==> src/core/acc_pkg.sv <==
// Shared constants and types for the converter sequencing block.
// Assumes a single 100 MHz clock domain and an AXI4-Lite register port.
// What this block does
// - Flag set at every conversion end
// - Only software clears the flag
// - Enabled completion wakes the sleeping device
// - Only internal-oscillator clock runs during sleep
// - Result is right justified only
// - Enable bit on; start bit begins conversion
// - Completion clears start, sets flag, loads result
// - Clearing start aborts; result kept
// - Two clock periods, then acquisition restarts
// - Reset clears registers, stops conversion
// - Internal clock delays start one instruction
// - Sleep, internal clock, no irq: power down after completion
// - Sleep with other clocks aborts, powers down
// - Channel codes decoded; others unimplemented
// - Start bit reads one while busy
// - Enable zero disables the converter
// - Clock select field decoded to dividers
// - Unimplemented control bits read zero
// - Conversion takes eleven clock periods
// - High result holds bits nine and eight
package acc_pkg;
    // Register byte offsets
    localparam logic [7:0] ACC_OFS_CTRL   = 8'h00;
    localparam logic [7:0] ACC_OFS_CLKSEL = 8'h04;
    localparam logic [7:0] ACC_OFS_RESH   = 8'h08;
    localparam logic [7:0] ACC_OFS_RESL   = 8'h0C;
    localparam logic [7:0] ACC_OFS_IRQ    = 8'h10;
    // Field positions
    localparam int ACC_BIT_ENABLE = 0;
    localparam int ACC_BIT_START  = 1;
    localparam int ACC_CHS_LSB    = 2;
    localparam int ACC_CKS_LSB    = 4;
    localparam int ACC_BIT_FLAG   = 0;
    localparam int ACC_BIT_IRQEN  = 1;
    // Reset values
    localparam logic [7:0] ACC_RST_CTRL   = 8'h00;
    localparam logic [7:0] ACC_RST_CLKSEL = 8'h00;
    // Timing counts in conversion-clock periods
    localparam logic [3:0] ACC_CONV_TADS  = 4'hB;
    localparam logic [3:0] ACC_ABORT_TADS = 4'h2;
    // Instruction cycle taken as four system clocks
    localparam int ACC_INSTR_NS   = 40;
    localparam int ACC_CLK_NS     = 10;
    localparam logic [7:0] ACC_INSTR_CYC = 8'(ACC_INSTR_NS / ACC_CLK_NS);
    // Sequencer states, Gray in the order listed
    typedef enum logic [2:0] {
        ACC_IDLE  = 3'h0,
        ACC_DELAY = 3'h1,
        ACC_CONV  = 3'h3,
        ACC_ABORT = 3'h2,
        ACC_OFF   = 3'h6
    } acc_state_t;
endpackage

==> src/core/acc_tad_if.sv <==
// Divider control bundle between sequencer and divider.
// Assumes both ends share the system clock.
`timescale 1ns/1ps
interface acc_tad_if;
    logic       run;      // Divider may count
    logic [2:0] sel;      // Clock select field
    logic       tick;     // One conversion-clock period elapsed
    modport ctrl (output run, output sel, input tick);
    modport div  (input run, input sel, output tick);
endinterface

==> src/core/acc_ctrl.sv <==
// Converter sequencing block with AXI4-Lite registers.
// Assumes an analog core that returns a sample word; sleep status from the core.
`timescale 1ns/1ps
module acc_ctrl
    import acc_pkg::*;
#(
    parameter int RC_DIV = 64    // Internal oscillator ratio stand-in
)(
    input  wire logic        CLOCK_IN,
    input  wire logic        ARST_N_IN,
    input  wire logic [7:0]  S_AXI_AWADDR_IN,
    input  wire logic        S_AXI_AWVALID_IN,
    output logic             S_AXI_AWREADY_OUT,
    input  wire logic [31:0] S_AXI_WDATA_IN,
    input  wire logic [3:0]  S_AXI_WSTRB_IN,
    input  wire logic        S_AXI_WVALID_IN,
    output logic             S_AXI_WREADY_OUT,
    output logic [1:0]       S_AXI_BRESP_OUT,
    output logic             S_AXI_BVALID_OUT,
    input  wire logic        S_AXI_BREADY_IN,
    input  wire logic [7:0]  S_AXI_ARADDR_IN,
    input  wire logic        S_AXI_ARVALID_IN,
    output logic             S_AXI_ARREADY_OUT,
    output logic [31:0]      S_AXI_RDATA_OUT,
    output logic [1:0]       S_AXI_RRESP_OUT,
    output logic             S_AXI_RVALID_OUT,
    input  wire logic        S_AXI_RREADY_IN,
    input  wire logic        SLEEP_IN,          // Core asleep, asynchronous
    input  wire logic [9:0]  SAMPLE_IN,         // Analog core result, asynchronous
    output logic             CONVERTER_POWER_OUT, // Analog core powered
    output logic [4:0]       CHANNEL_OUT,       // Mux selection
    output logic             CHANNEL_VALID_OUT, // Code is implemented
    output logic             ACQUIRE_OUT,       // Sample and hold tracking
    output logic             CONV_DONE_FLAG_OUT,
    output logic             WAKE_OUT           // One-cycle wake pulse
);
    // State of the block apart from the pin synchronisers and the divider
    typedef struct packed {
        logic        awr, wr, bv, arr, rv;
        logic [7:0]  awa;
        logic [31:0] wd;
        logic [3:0]  ws;
        logic        bok;
        logic [31:0] rd;
        logic        rok;
        logic        en;          // converter_enable
        logic        go;          // Start/status
        logic [4:0]  chs;
        logic [2:0]  cks;
        logic [9:0]  res;
        logic        flag;        // conv_done_flag
        logic        irqen;       // conv_irq_enable
        acc_state_t  st;
        logic [3:0]  tads;
        logic [7:0]  dly;
        logic        pwr, acq, wake, chv;
    } acc_st_t;
    acc_st_t s_q, s_d;

    // Two-flop pin synchronisers
    logic [1:0]  slp_sync_q;
    logic [9:0]  smp_a_q, smp_b_q;
    logic        sleep_s;
    assign sleep_s = slp_sync_q[1];

    always_ff @(posedge CLOCK_IN or negedge ARST_N_IN)
        if (!ARST_N_IN)
        begin
            slp_sync_q <= 2'h0;
            smp_a_q    <= 10'h000;
            smp_b_q    <= 10'h000;
        end
        else
        begin
            slp_sync_q <= {slp_sync_q[0], SLEEP_IN};
            smp_a_q    <= SAMPLE_IN;
            smp_b_q    <= smp_a_q;
        end

    acc_tad_if tad ();
    acc_tad_div #(.RC_DIV(RC_DIV)) u_div (
        .clk_in    (CLOCK_IN),
        .arst_n_in (ARST_N_IN),
        .tad       (tad)
    );
    assign tad.sel = s_q.cks;
    // Divider idles one cycle on abort entry so both waiting periods are whole
    assign tad.run = (s_q.st == ACC_CONV) || (s_q.st == ACC_ABORT && s_q.tads != 4'hF);

    logic rc_sel;                 // Internal oscillator clock chosen
    assign rc_sel = (s_q.cks[1:0] == 2'h3);

    // Bus, registers and sequencer
    always_comb
    begin
        logic        wr_go, wr_do, rd_do, sw_start, sw_stop, sw_flagclr, done;
        logic [7:0]  b0;
        s_d = s_q;
        wr_go = 1'b0;
        wr_do = 1'b0;
        rd_do = 1'b0;
        sw_start = 1'b0;
        sw_stop = 1'b0;
        sw_flagclr = 1'b0;
        done = 1'b0;
        b0 = s_q.wd[7:0];
        s_d.wake = 1'b0;
        // Capture address and data separately, either order
        if (S_AXI_AWVALID_IN && s_q.awr)
        begin
            s_d.awa = S_AXI_AWADDR_IN;
            s_d.awr = 1'b0;
        end
        if (S_AXI_WVALID_IN && s_q.wr)
        begin
            s_d.wd = S_AXI_WDATA_IN;
            s_d.ws = S_AXI_WSTRB_IN;
            s_d.wr = 1'b0;
        end
        wr_do = !s_q.awr && !s_q.wr && !s_q.bv;
        if (wr_do)
        begin
            s_d.bv  = 1'b1;
            s_d.bok = 1'b1;
            if (!s_q.ws[0])
                wr_go = 1'b0;     // Low lane absent: nothing to store
            else if (s_q.awa == ACC_OFS_CTRL)
            begin
                wr_go = 1'b1;
                s_d.en  = b0[ACC_BIT_ENABLE];
                s_d.chs = b0[ACC_CHS_LSB +: 5];
                sw_start = b0[ACC_BIT_START] && !s_q.go && s_q.en;
                sw_stop  = !b0[ACC_BIT_START] && s_q.go;
            end
            else if (s_q.awa == ACC_OFS_CLKSEL)
                s_d.cks = b0[ACC_CKS_LSB +: 3];
            else if (s_q.awa == ACC_OFS_IRQ)
            begin
                sw_flagclr = b0[ACC_BIT_FLAG];          // write one clears
                s_d.irqen  = b0[ACC_BIT_IRQEN];
            end
            else if (s_q.awa == ACC_OFS_RESH || s_q.awa == ACC_OFS_RESL)
                wr_go = 1'b0;     // Read-only, write ignored
            else
                s_d.bok = 1'b0;   // Unmapped
        end
        if (s_q.bv && S_AXI_BREADY_IN)
        begin
            s_d.bv  = 1'b0;
            s_d.awr = 1'b1;
            s_d.wr  = 1'b1;
        end
        // Read channel
        rd_do = S_AXI_ARVALID_IN && s_q.arr;
        if (rd_do)
        begin
            s_d.arr = 1'b0;
            s_d.rv  = 1'b1;
            s_d.rok = 1'b1;
            s_d.rd  = 32'h0000_0000;
            if (S_AXI_ARADDR_IN == ACC_OFS_CTRL)
                s_d.rd[7:0] = {1'b0, s_q.chs, s_q.go, s_q.en};
            else if (S_AXI_ARADDR_IN == ACC_OFS_CLKSEL)
                s_d.rd[7:0] = {1'b0, s_q.cks, 4'h0};
            else if (S_AXI_ARADDR_IN == ACC_OFS_RESH)
                s_d.rd[7:0] = {6'h00, s_q.res[9:8]};
            else if (S_AXI_ARADDR_IN == ACC_OFS_RESL)
                s_d.rd[7:0] = s_q.res[7:0];
            else if (S_AXI_ARADDR_IN == ACC_OFS_IRQ)
                s_d.rd[7:0] = {6'h00, s_q.irqen, s_q.flag};
            else
                s_d.rok = 1'b0;
        end
        if (s_q.rv && S_AXI_RREADY_IN)
        begin
            s_d.rv  = 1'b0;
            s_d.arr = 1'b1;
        end
        // Sequencer
        case (s_q.st)
            ACC_IDLE:
            begin
                if (sw_start)
                begin
                    s_d.go   = 1'b1;
                    s_d.acq  = 1'b0;
                    s_d.dly  = rc_sel ? ACC_INSTR_CYC : 8'h00;
                    s_d.st   = rc_sel ? ACC_DELAY : ACC_CONV;
                    s_d.tads = 4'h0;
                end
            end
            ACC_DELAY:
            begin
                if (s_q.dly <= 8'h01)
                    s_d.st = ACC_CONV;
                else
                    s_d.dly = s_q.dly - 8'h01;
            end
            ACC_CONV:
            begin
                if (tad.tick)
                    s_d.tads = s_q.tads + 4'h1;
                if (tad.tick && s_q.tads == ACC_CONV_TADS - 4'h1)
                    done = 1'b1;
            end
            ACC_ABORT:
            begin
                if (s_q.tads == 4'hF)
                    s_d.tads = 4'h0;                     // Divider restarts from zero
                else if (tad.tick)
                    s_d.tads = s_q.tads + 4'h1;
                if (tad.tick && s_q.tads == ACC_ABORT_TADS - 4'h1)
                begin
                    s_d.st  = ACC_IDLE;
                    s_d.acq = s_q.en && s_q.pwr;
                end
            end
            ACC_OFF:
            begin
                if (!sleep_s)
                begin
                    s_d.st  = ACC_IDLE;
                    s_d.pwr = s_q.en;
                    s_d.acq = s_q.en;
                end
            end
            default: s_d.st = ACC_IDLE;
        endcase
        // Abort by software
        if ((s_q.st == ACC_CONV || s_q.st == ACC_DELAY) && sw_stop)
        begin
            s_d.go = 1'b0;                               // result kept
            s_d.st = ACC_ABORT;
            s_d.tads = 4'hF;                             // Marks the divider restart cycle
            done = 1'b0;
        end
        // Sleep with a system-derived clock aborts
        if (sleep_s && !rc_sel && s_q.st != ACC_OFF)
        begin
            s_d.go  = 1'b0;
            s_d.st  = ACC_OFF;
            s_d.pwr = 1'b0;
            s_d.acq = 1'b0;
            done    = 1'b0;
        end
        if (done)
        begin
            s_d.go   = 1'b0;
            s_d.res  = smp_b_q;
            s_d.st   = ACC_IDLE;
            s_d.acq  = 1'b1;
            s_d.wake = sleep_s && s_q.irqen;
            if (sleep_s && !s_q.irqen && rc_sel)
            begin
                s_d.st  = ACC_OFF;
                s_d.pwr = 1'b0;
                s_d.acq = 1'b0;
            end
        end
        // Set beats clear on the same cycle
        if (sw_flagclr)
            s_d.flag = 1'b0;
        if (done)
            s_d.flag = 1'b1;
        // Disable stops everything
        if (!s_d.en)
        begin
            s_d.go  = 1'b0;
            s_d.pwr = 1'b0;
            s_d.acq = 1'b0;
            s_d.st  = ACC_IDLE;
        end
        else if (!s_q.en)
        begin
            s_d.pwr = !sleep_s || rc_sel;
            s_d.acq = s_d.pwr;
        end
        if (wr_go && s_d.en && s_q.st == ACC_IDLE && !sw_start)
            s_d.go = 1'b0;
        // Channel decode
        s_d.chv = (s_d.chs <= 5'h0C) || (s_d.chs[4:3] == 2'h2);
    end

    // State register; reset returns all registers
    always_ff @(posedge CLOCK_IN or negedge ARST_N_IN)
        if (!ARST_N_IN)
        begin
            s_q     <= '0;
            s_q.awr <= 1'b1;
            s_q.wr  <= 1'b1;
            s_q.arr <= 1'b1;
            s_q.chv <= 1'b1;
        end
        else
            s_q <= s_d;

    assign S_AXI_AWREADY_OUT   = s_q.awr;
    assign S_AXI_WREADY_OUT    = s_q.wr;
    assign S_AXI_BVALID_OUT    = s_q.bv;
    assign S_AXI_BRESP_OUT     = s_q.bok ? 2'h0 : 2'h2;
    assign S_AXI_ARREADY_OUT   = s_q.arr;
    assign S_AXI_RVALID_OUT    = s_q.rv;
    assign S_AXI_RDATA_OUT     = s_q.rd;
    assign S_AXI_RRESP_OUT     = s_q.rok ? 2'h0 : 2'h2;
    assign CONVERTER_POWER_OUT = s_q.pwr;
    assign CHANNEL_OUT         = s_q.chs;
    assign CHANNEL_VALID_OUT   = s_q.chv;
    assign ACQUIRE_OUT         = s_q.acq;
    assign CONV_DONE_FLAG_OUT  = s_q.flag;
    assign WAKE_OUT            = s_q.wake;

    // Software flag-clear write being applied this cycle
    logic wr_flag_clear_seen;
    assign wr_flag_clear_seen = !s_q.awr && !s_q.wr && !s_q.bv && s_q.awa == ACC_OFS_IRQ && s_q.wd[0] && s_q.ws[0];

    // Checks; disabling mid conversion is no completion, hence the enable term
    chk_done_sets_flag: assert property (@(posedge CLOCK_IN) disable iff (!ARST_N_IN)
        ($fell(s_q.go) && s_q.en && s_q.st == ACC_IDLE && $past(s_q.st) == ACC_CONV) |-> s_q.flag)
        else $error("flag not set on completion");
    chk_flag_no_hw_clear: assert property (@(posedge CLOCK_IN) disable iff (!ARST_N_IN)
        $fell(s_q.flag) |-> $past(wr_flag_clear_seen))
        else $error("flag cleared without software");
    chk_abort_keeps_res: assert property (@(posedge CLOCK_IN) disable iff (!ARST_N_IN)
        (s_q.st == ACC_ABORT) |-> $stable(s_q.res))
        else $error("result changed during abort");
    chk_abort_two_tads: assert property (@(posedge CLOCK_IN) disable iff (!ARST_N_IN)
        (s_q.st == ACC_ABORT && tad.tick && s_q.tads == 4'h1 && s_q.en && !sleep_s) |=> (s_q.st == ACC_IDLE))
        else $error("abort delay wrong");
    chk_start_gated: assert property (@(posedge CLOCK_IN) disable iff (!ARST_N_IN)
        !s_q.en |-> !s_q.go)
        else $error("busy while disabled");
    chk_hi_zero: assert property (@(posedge CLOCK_IN) disable iff (!ARST_N_IN)
        (s_q.rv && s_q.rok && $past(S_AXI_ARADDR_IN) == ACC_OFS_RESH && $rose(s_q.rv)) |-> s_q.rd[31:2] == 30'h0)
        else $error("high result upper bits set");
    chk_sleep_abort: assert property (@(posedge CLOCK_IN) disable iff (!ARST_N_IN)
        (sleep_s && !rc_sel && s_q.st == ACC_CONV) |=> (!s_q.go && !s_q.pwr))
        else $error("sleep did not abort");
    chk_conv_eleven: assert property (@(posedge CLOCK_IN) disable iff (!ARST_N_IN)
        (s_q.st == ACC_CONV) |-> s_q.tads <= ACC_CONV_TADS)
        else $error("conversion overran");
    chk_busy_go: assert property (@(posedge CLOCK_IN) disable iff (!ARST_N_IN)
        (s_q.st == ACC_CONV) |-> s_q.go)
        else $error("start bit low while busy");
    cov_complete: cover property (@(posedge CLOCK_IN) disable iff (!ARST_N_IN) $rose(s_q.flag));
    cov_abort: cover property (@(posedge CLOCK_IN) disable iff (!ARST_N_IN) s_q.st == ACC_ABORT);
    cov_wake: cover property (@(posedge CLOCK_IN) disable iff (!ARST_N_IN) s_q.wake);
    cov_off: cover property (@(posedge CLOCK_IN) disable iff (!ARST_N_IN) s_q.st == ACC_OFF);
endmodule // acc_ctrl

==> src/core/acc_tad_div.sv <==
// Conversion-clock tick generator.
// Assumes a free running system clock; internal oscillator modelled as ratio.
`timescale 1ns/1ps
module acc_tad_div
    import acc_pkg::*;
#(
    parameter int RC_DIV = 64   // Stand-in ratio for the internal oscillator /64
)(
    input  wire logic clk_in,
    input  wire logic arst_n_in,
    acc_tad_if.div    tad
);
    typedef struct packed {
        logic [7:0] cnt;   // Cycles within a period
        logic       tick;  // Registered tick
    } acc_div_st_t;
    acc_div_st_t s_q, s_d;
    logic [7:0] lim;       // Period minus one

    // Period per select code
    always_comb
    begin
        case (tad.sel)
            3'h1:    lim = 8'h07;
            3'h5:    lim = 8'h0F;
            3'h2:    lim = 8'h1F;
            3'h6:    lim = 8'h3F;
            3'h3,
            3'h7:    lim = 8'(RC_DIV - 1);
            default: lim = 8'h07;             // Reserved codes run as /8
        endcase
    end

    // Count while allowed
    always_comb
    begin
        s_d = s_q;
        s_d.tick = 1'b0;
        if (!tad.run)
            s_d.cnt = 8'h00;
        else if (s_q.cnt >= lim)
        begin
            s_d.cnt  = 8'h00;
            s_d.tick = 1'b1;
        end
        else
            s_d.cnt = s_q.cnt + 8'h01;
    end

    always_ff @(posedge clk_in or negedge arst_n_in)
        if (!arst_n_in)
            s_q <= '0;
        else
            s_q <= s_d;

    assign tad.tick = s_q.tick;
endmodule // acc_tad_div

==> config.mk <==
export PLATFORM = sky130hd
export DESIGN_NAME = acc_ctrl
export DESIGN_NICKNAME = d
export VERILOG_FILES = /design/src/core/acc_pkg.sv /design/src/core/acc_tad_if.sv /design/src/core/acc_ctrl.sv /design/src/core/acc_tad_div.sv
export SDC_FILE = /design/constraint.sdc
export NUM_CORES = 1
export LEC_CHECK = 0
export ABC_CLOCK_PERIOD_IN_PS = 2400
export BUFFER_PORTS_ARGS = -buffer_cell sky130_fd_sc_hd__buf_4
export CAP_MARGIN = 5
export CORE_AREA = 2 2 104 106
export CTS_BUF_LIST = sky130_fd_sc_hd__clkbuf_8
export CTS_CLUSTER_SIZE = 24
export DETAILED_ROUTE_END_ITERATION = 16
export DIE_AREA = 0 0 106 108
export GPL_ROUTABILITY_DRIVEN = 0
export PLACE_DENSITY = 0.73
export RECOVER_POWER = 50
export SYNTH_ARGS = -nofsm -noshare
export SYNTH_HDL_FRONTEND = slang
export SYNTH_SLANG_ARGS = --single-unit
==> constraint.sdc <==
create_clock -name CLOCK_IN -period 2.4 [get_ports CLOCK_IN]
set_input_delay 0.36 -clock CLOCK_IN [delete_from_list [all_inputs] [get_ports CLOCK_IN]]
set_output_delay 0.36 -clock CLOCK_IN [all_outputs]
set_load 0.1 [all_outputs]
==> metrics.txt <==
# TYPE chip_impl_metric gauge
chip_impl_metric{name="drtIter0Drc",unit=""} 221
chip_impl_metric{name="floorplan.rows",unit=""} 37
chip_impl_metric{name="compound_gate_fraction_of_synth_area",unit="%"} 11.9
chip_impl_metric{name="drive_above_1_share",unit="%"} 26.4
chip_impl_metric{name="clockBufferDepth",unit=""} 2
chip_impl_metric{name="fin_util",unit="%"} 55.6
chip_impl_metric{name="clk_pin_slew_worst_paths",unit="ns"} 0.10
chip_impl_info{name="holdCritPathClass",value="input pin to flip-flop"} 1
chip_impl_metric{name="worst_endpoint_data_arrival_time",unit="ns"} 2.48
chip_impl_metric{name="finalNetCount",unit=""} 601
chip_impl_metric{name="yosys_reg_bits",unit=""} 103
chip_impl_metric{name="pre_antenna_drt_iters",unit=""} 4
chip_impl_info{name="critPathCapture",value="u_div.s_q[7]"} 1
chip_impl_metric{name="timing.slew.headroom",unit="%"} 34.6
chip_impl_metric{name="timing.final.crit_period",unit="ns"} 2.17
chip_impl_metric{name="filler_cell_count",unit=""} 886
chip_impl_metric{name="post-route-drc-count",unit=""} 0
chip_impl_metric{name="ys_async_sr_fraction",unit="%"} 100
chip_impl_metric{name="max_freq",unit="GHz"} 0.460
chip_impl_metric{name="antenna_found_initial",unit=""} 0
chip_impl_metric{name="htree_num_levels",unit=""} 3
chip_impl_metric{name="crit_fanout",unit=""} 7
chip_impl_metric{name="synth-seq-area-share",unit="%"} 52.1
chip_impl_info{name="start_kind",value="flip-flop"} 1
chip_impl_info{name="critPathKind",value="flip-flop to flip-flop"} 1
chip_impl_metric{name="switchingPower",unit="mW"} 1.73
chip_impl_metric{name="avgViaCountPerCell",unit=""} 5.23
chip_impl_metric{name="syn_area",unit="mm²"} 0.00496
chip_impl_metric{name="worst_skew_late_latency",unit="ns"} 0.37
chip_impl_metric{name="core_region_area",unit="mm²"} 0.0102
chip_impl_metric{name="sequential_cell_area",unit="mm²"} 0.00258
chip_impl_metric{name="synth_area_per_cell",unit="µm²"} 10.9
chip_impl_info{name="worst_r2r_endpoint",value="u_div.s_q[7]"} 1
chip_impl_metric{name="area_delta_synth_final",unit="%"} 14.7
chip_impl_metric{name="peakVddDrop",unit="V"} 0.000997
chip_impl_info{name="root_buffer",value="clkbuf_8"} 1
chip_impl_metric{name="num_ports",unit=""} 121
chip_impl_metric{name="final-max-slew-violation-count",unit=""} 0
chip_impl_metric{name="cts_sinks",unit=""} 103
chip_impl_info{name="rsz0062_at_grt",value="no"} 1
chip_impl_metric{name="initial_core_util",unit="%"} 48.5
chip_impl_metric{name="detail_route.wirelength",unit="µm"} 9480
chip_impl_info{name="cts_tree",value="yes"} 1
chip_impl_metric{name="synth_cell_type_count",unit=""} 66
chip_impl_metric{name="numPortBuffers",unit=""} 66
chip_impl_metric{name="pwr-share-seq",unit="%"} 48.7
chip_impl_info{name="hp-start",value="SLEEP_IN"} 1
chip_impl_metric{name="grt_remaining_overflow",unit=""} 0
chip_impl_metric{name="maxCapViolations",unit=""} 0
chip_impl_metric{name="critPathRequiredTime",unit="ns"} 2.70
chip_impl_metric{name="final-setup-viol-count",unit=""} 0
chip_impl_metric{name="grt_pass1_vias",unit=""} 3449
chip_impl_metric{name="detail_route.wl_per_cell",unit="µm"} 14.3
chip_impl_metric{name="synthesized_area_fraction_occupied_by_xor_and_xnor_cells",unit="%"} 0.883
chip_impl_metric{name="die_height",unit="µm"} 108
chip_impl_metric{name="tightest_slew",unit="ns"} 0.982
chip_impl_metric{name="fin_worst_skew",unit="ns"} 0.00975
chip_impl_metric{name="final.period_utilization",unit="%"} 90.5
chip_impl_info{name="status",value="finished, final reports clean"} 1
chip_impl_metric{name="yosys.area_share.simple",unit="%"} 16.1
chip_impl_metric{name="internal_power",unit="mW"} 2.76
chip_impl_metric{name="yosys.area_share.adder",unit="%"} 2.27
chip_impl_metric{name="detailed_place_hpwl",unit="µm"} 7090
chip_impl_info{name="worst_setup_path_end_kind",value="flip-flop"} 1
chip_impl_metric{name="p_leak",unit="nW"} 2.70
chip_impl_info{name="layout.cells.most_common_list",value="dfrtp_1 (98), buf_4 (66), nand2_1 (52)"} 1
chip_impl_metric{name="multiInputGateArea",unit="mm²"} 0.00205
chip_impl_metric{name="gr-usage-all-layers",unit="%"} 18.0
chip_impl_metric{name="n_antenna_cell",unit=""} 0
chip_impl_metric{name="maximum_number_of_pins_on_one_net_before_global_route_repair",unit=""} 67
chip_impl_metric{name="clock_power_share",unit="%"} 22.5
chip_impl_metric{name="timing_hold_violations_final",unit=""} 0
chip_impl_metric{name="wire_length_of_the_first_global_routing_pass",unit="µm"} 16200
chip_impl_metric{name="yosys_warnings",unit=""} 0
chip_impl_metric{name="floorplan.die_area",unit="mm²"} 0.0114
chip_impl_info{name="cp-startpoint",value="tad.sel[2]"} 1
chip_impl_metric{name="power-per-cell-area",unit="mW/mm²"} 789
chip_impl_metric{name="r2r_setup_slack",unit="ns"} 0.23
chip_impl_metric{name="routed-via-count",unit=""} 3465
chip_impl_metric{name="drt.antenna.violating_nets",unit=""} 0
chip_impl_info{name="most_frequent_standard_cell_in_the_layout_excluding_fill_and_tap_cells",value="dfrtp_1"} 1
chip_impl_info{name="synth_ff_type",value="dfrtp_1"} 1
chip_impl_metric{name="synth_enable_flop_cells",unit=""} 0
chip_impl_metric{name="reg2reg_depth",unit=""} 9
chip_impl_metric{name="synthesis.instances",unit=""} 456
chip_impl_info{name="reg2reg_from",value="tad.sel[2]"} 1
chip_impl_metric{name="tns",unit="ns"} 0
chip_impl_metric{name="synth.area.mux_share",unit="%"} 8.07
chip_impl_info{name="largest_family_of_logic_cells_by_synthesized_area",value="simple AND/OR/NAND/NOR gates"} 1
chip_impl_metric{name="sw_frac_of_total",unit="%"} 38.6
chip_impl_metric{name="combPwrFrac",unit="%"} 28.8
chip_impl_metric{name="tritoncts.num_buffers",unit=""} 9
chip_impl_metric{name="die_w",unit="µm"} 106
-- layer usage --
| metal | track usage [%] | part of all wire, % | vias to the layer above |
|---|---|---|---|
| met5 | 0 | 0 | - |
| met4 | 7.05 | 1.6 | 0 |
| met3 | 3.80 | 5.6 | 12 |
| met2 | 29.2 | 49 | 104 |
| met1 | 23.9 | 44 | 1678 |
| li1 | - | - | 1671 |
-- metrics by stage --
stage	cell area [µm²]	hold WS, ns	power (mW)	std cells	setup slack, ns
finish	5690	0.111	4.49	663	0.227
global route	5690	0.0882	4.71	663	0.0397
CTS	5680	0.0685	4.54	663	0.104
detailed placement	5490	0.335	3.53	646	0.152
global placement	5490	0.334	3.49	646	0.225
floorplan	5060	0.0644	3.24	482	0.153
-- flip-flops by register name (all words and copies together) (netlist names), 2 cells and up --
signal and flops:
CHANNEL_OUT 5, S_AXI_RDATA_OUT 8, s_q 46, slp_sync_q 2, smp_a_q 10, smp_b_q 10, tad.sel 3, u_div.s_q 8
-- synthesized netlist by cell type (all sizes together) (3+ instances only) --
cell | number | area, µm²
dfrtp | 99 | 2480
nand2 | 53 | 201
buf | 45 | 338
mux2 | 32 | 360
o21ai | 30 | 150
nor2 | 29 | 109
inv | 17 | 63.8
a21oi | 15 | 86.3
nand3 | 11 | 55.1
o31ai | 11 | 82.6
ha | 9 | 113
nor3 | 9 | 50.1
clkbuf | 7 | 26.3
nand4 | 6 | 43.8
nor2b | 6 | 37.5
and2 | 5 | 31.3
a22oi | 4 | 30.0
dfstp | 4 | 105
mux2i | 4 | 40.0
nor4 | 4 | 40.0
o211ai | 4 | 30.0
a2111oi | 3 | 45.1
and3 | 3 | 18.8
and4b | 3 | 30.0
nand2b | 3 | 18.8
or2 | 3 | 21.3
xor2 | 3 | 26.3
-- critical path, stage by stage (launching register included) --
cell and delay, ns:
dfrtp_1 0.39, a21oi_1 0.17, ha_1 0.25, a31o_1 0.21, a21o_1 0.19, a2111oi_2 0.35, buf_4 0.18, nand3_1 0.09
buf_4 0.19, nor2_1 0.10
-- area by class of cell --
type	count	area share [%]
Clock buffer	9	2.18
Multi-Input combinational cell	310	36.1
Tap cell	136	2.99
Clock inverter	7	1.03
Inverter	17	1.12
Timing Repair Buffer	81	11.1
Sequential cell	103	45.4
-- power by group through the flow --
stage / registers, mW / clock network (mW) / logic (mW)
global route: 2.22 / 1.11 / 1.38
global placement: 2.22 / 0 / 1.28
CTS: 2.19 / 1.04 / 1.30
floorplan: 2.38 / 0 / 0.868
detailed placement: 2.23 / 0 / 1.30
finish: 2.19 / 1.01 / 1.29
-- repair_timing --
action | CTS | global route
resized for setup | 0 | 2
hold buffers | 1 | 0
setup endpoints to repair | 0 | 6
endpoints found under the hold margin | 35 | 0
buffers inserted | 0 | 0
-- kinds of logic (layout without fill, tap and decap cells) --
group | after synthesis | after routing
AND/OR/NAND/NOR | 147 | 147
buffers and inverters | 69 | 114
flip-flops | 103 | 103
multiplexers | 36 | 36
other | 1 | 27
XOR/XNOR | 5 | 5
adder cells (fa/ha/maj) | 9 | 9
AO/OA/AOI/OAI | 86 | 86
-- how the worst min path moves through the flow --
stage | endpoint | depth (start not counted)
CTS | slp_sync_q[0] | 1
global route | smp_a_q[6] | 1
detailed placement | smp_b_q[5] | 0
floorplan | ACQUIRE_OUT | 0
finish | slp_sync_q[0] | 1
global placement | smp_b_q[6] | 0
Note: power is estimated with default switching activity, not from simulation.
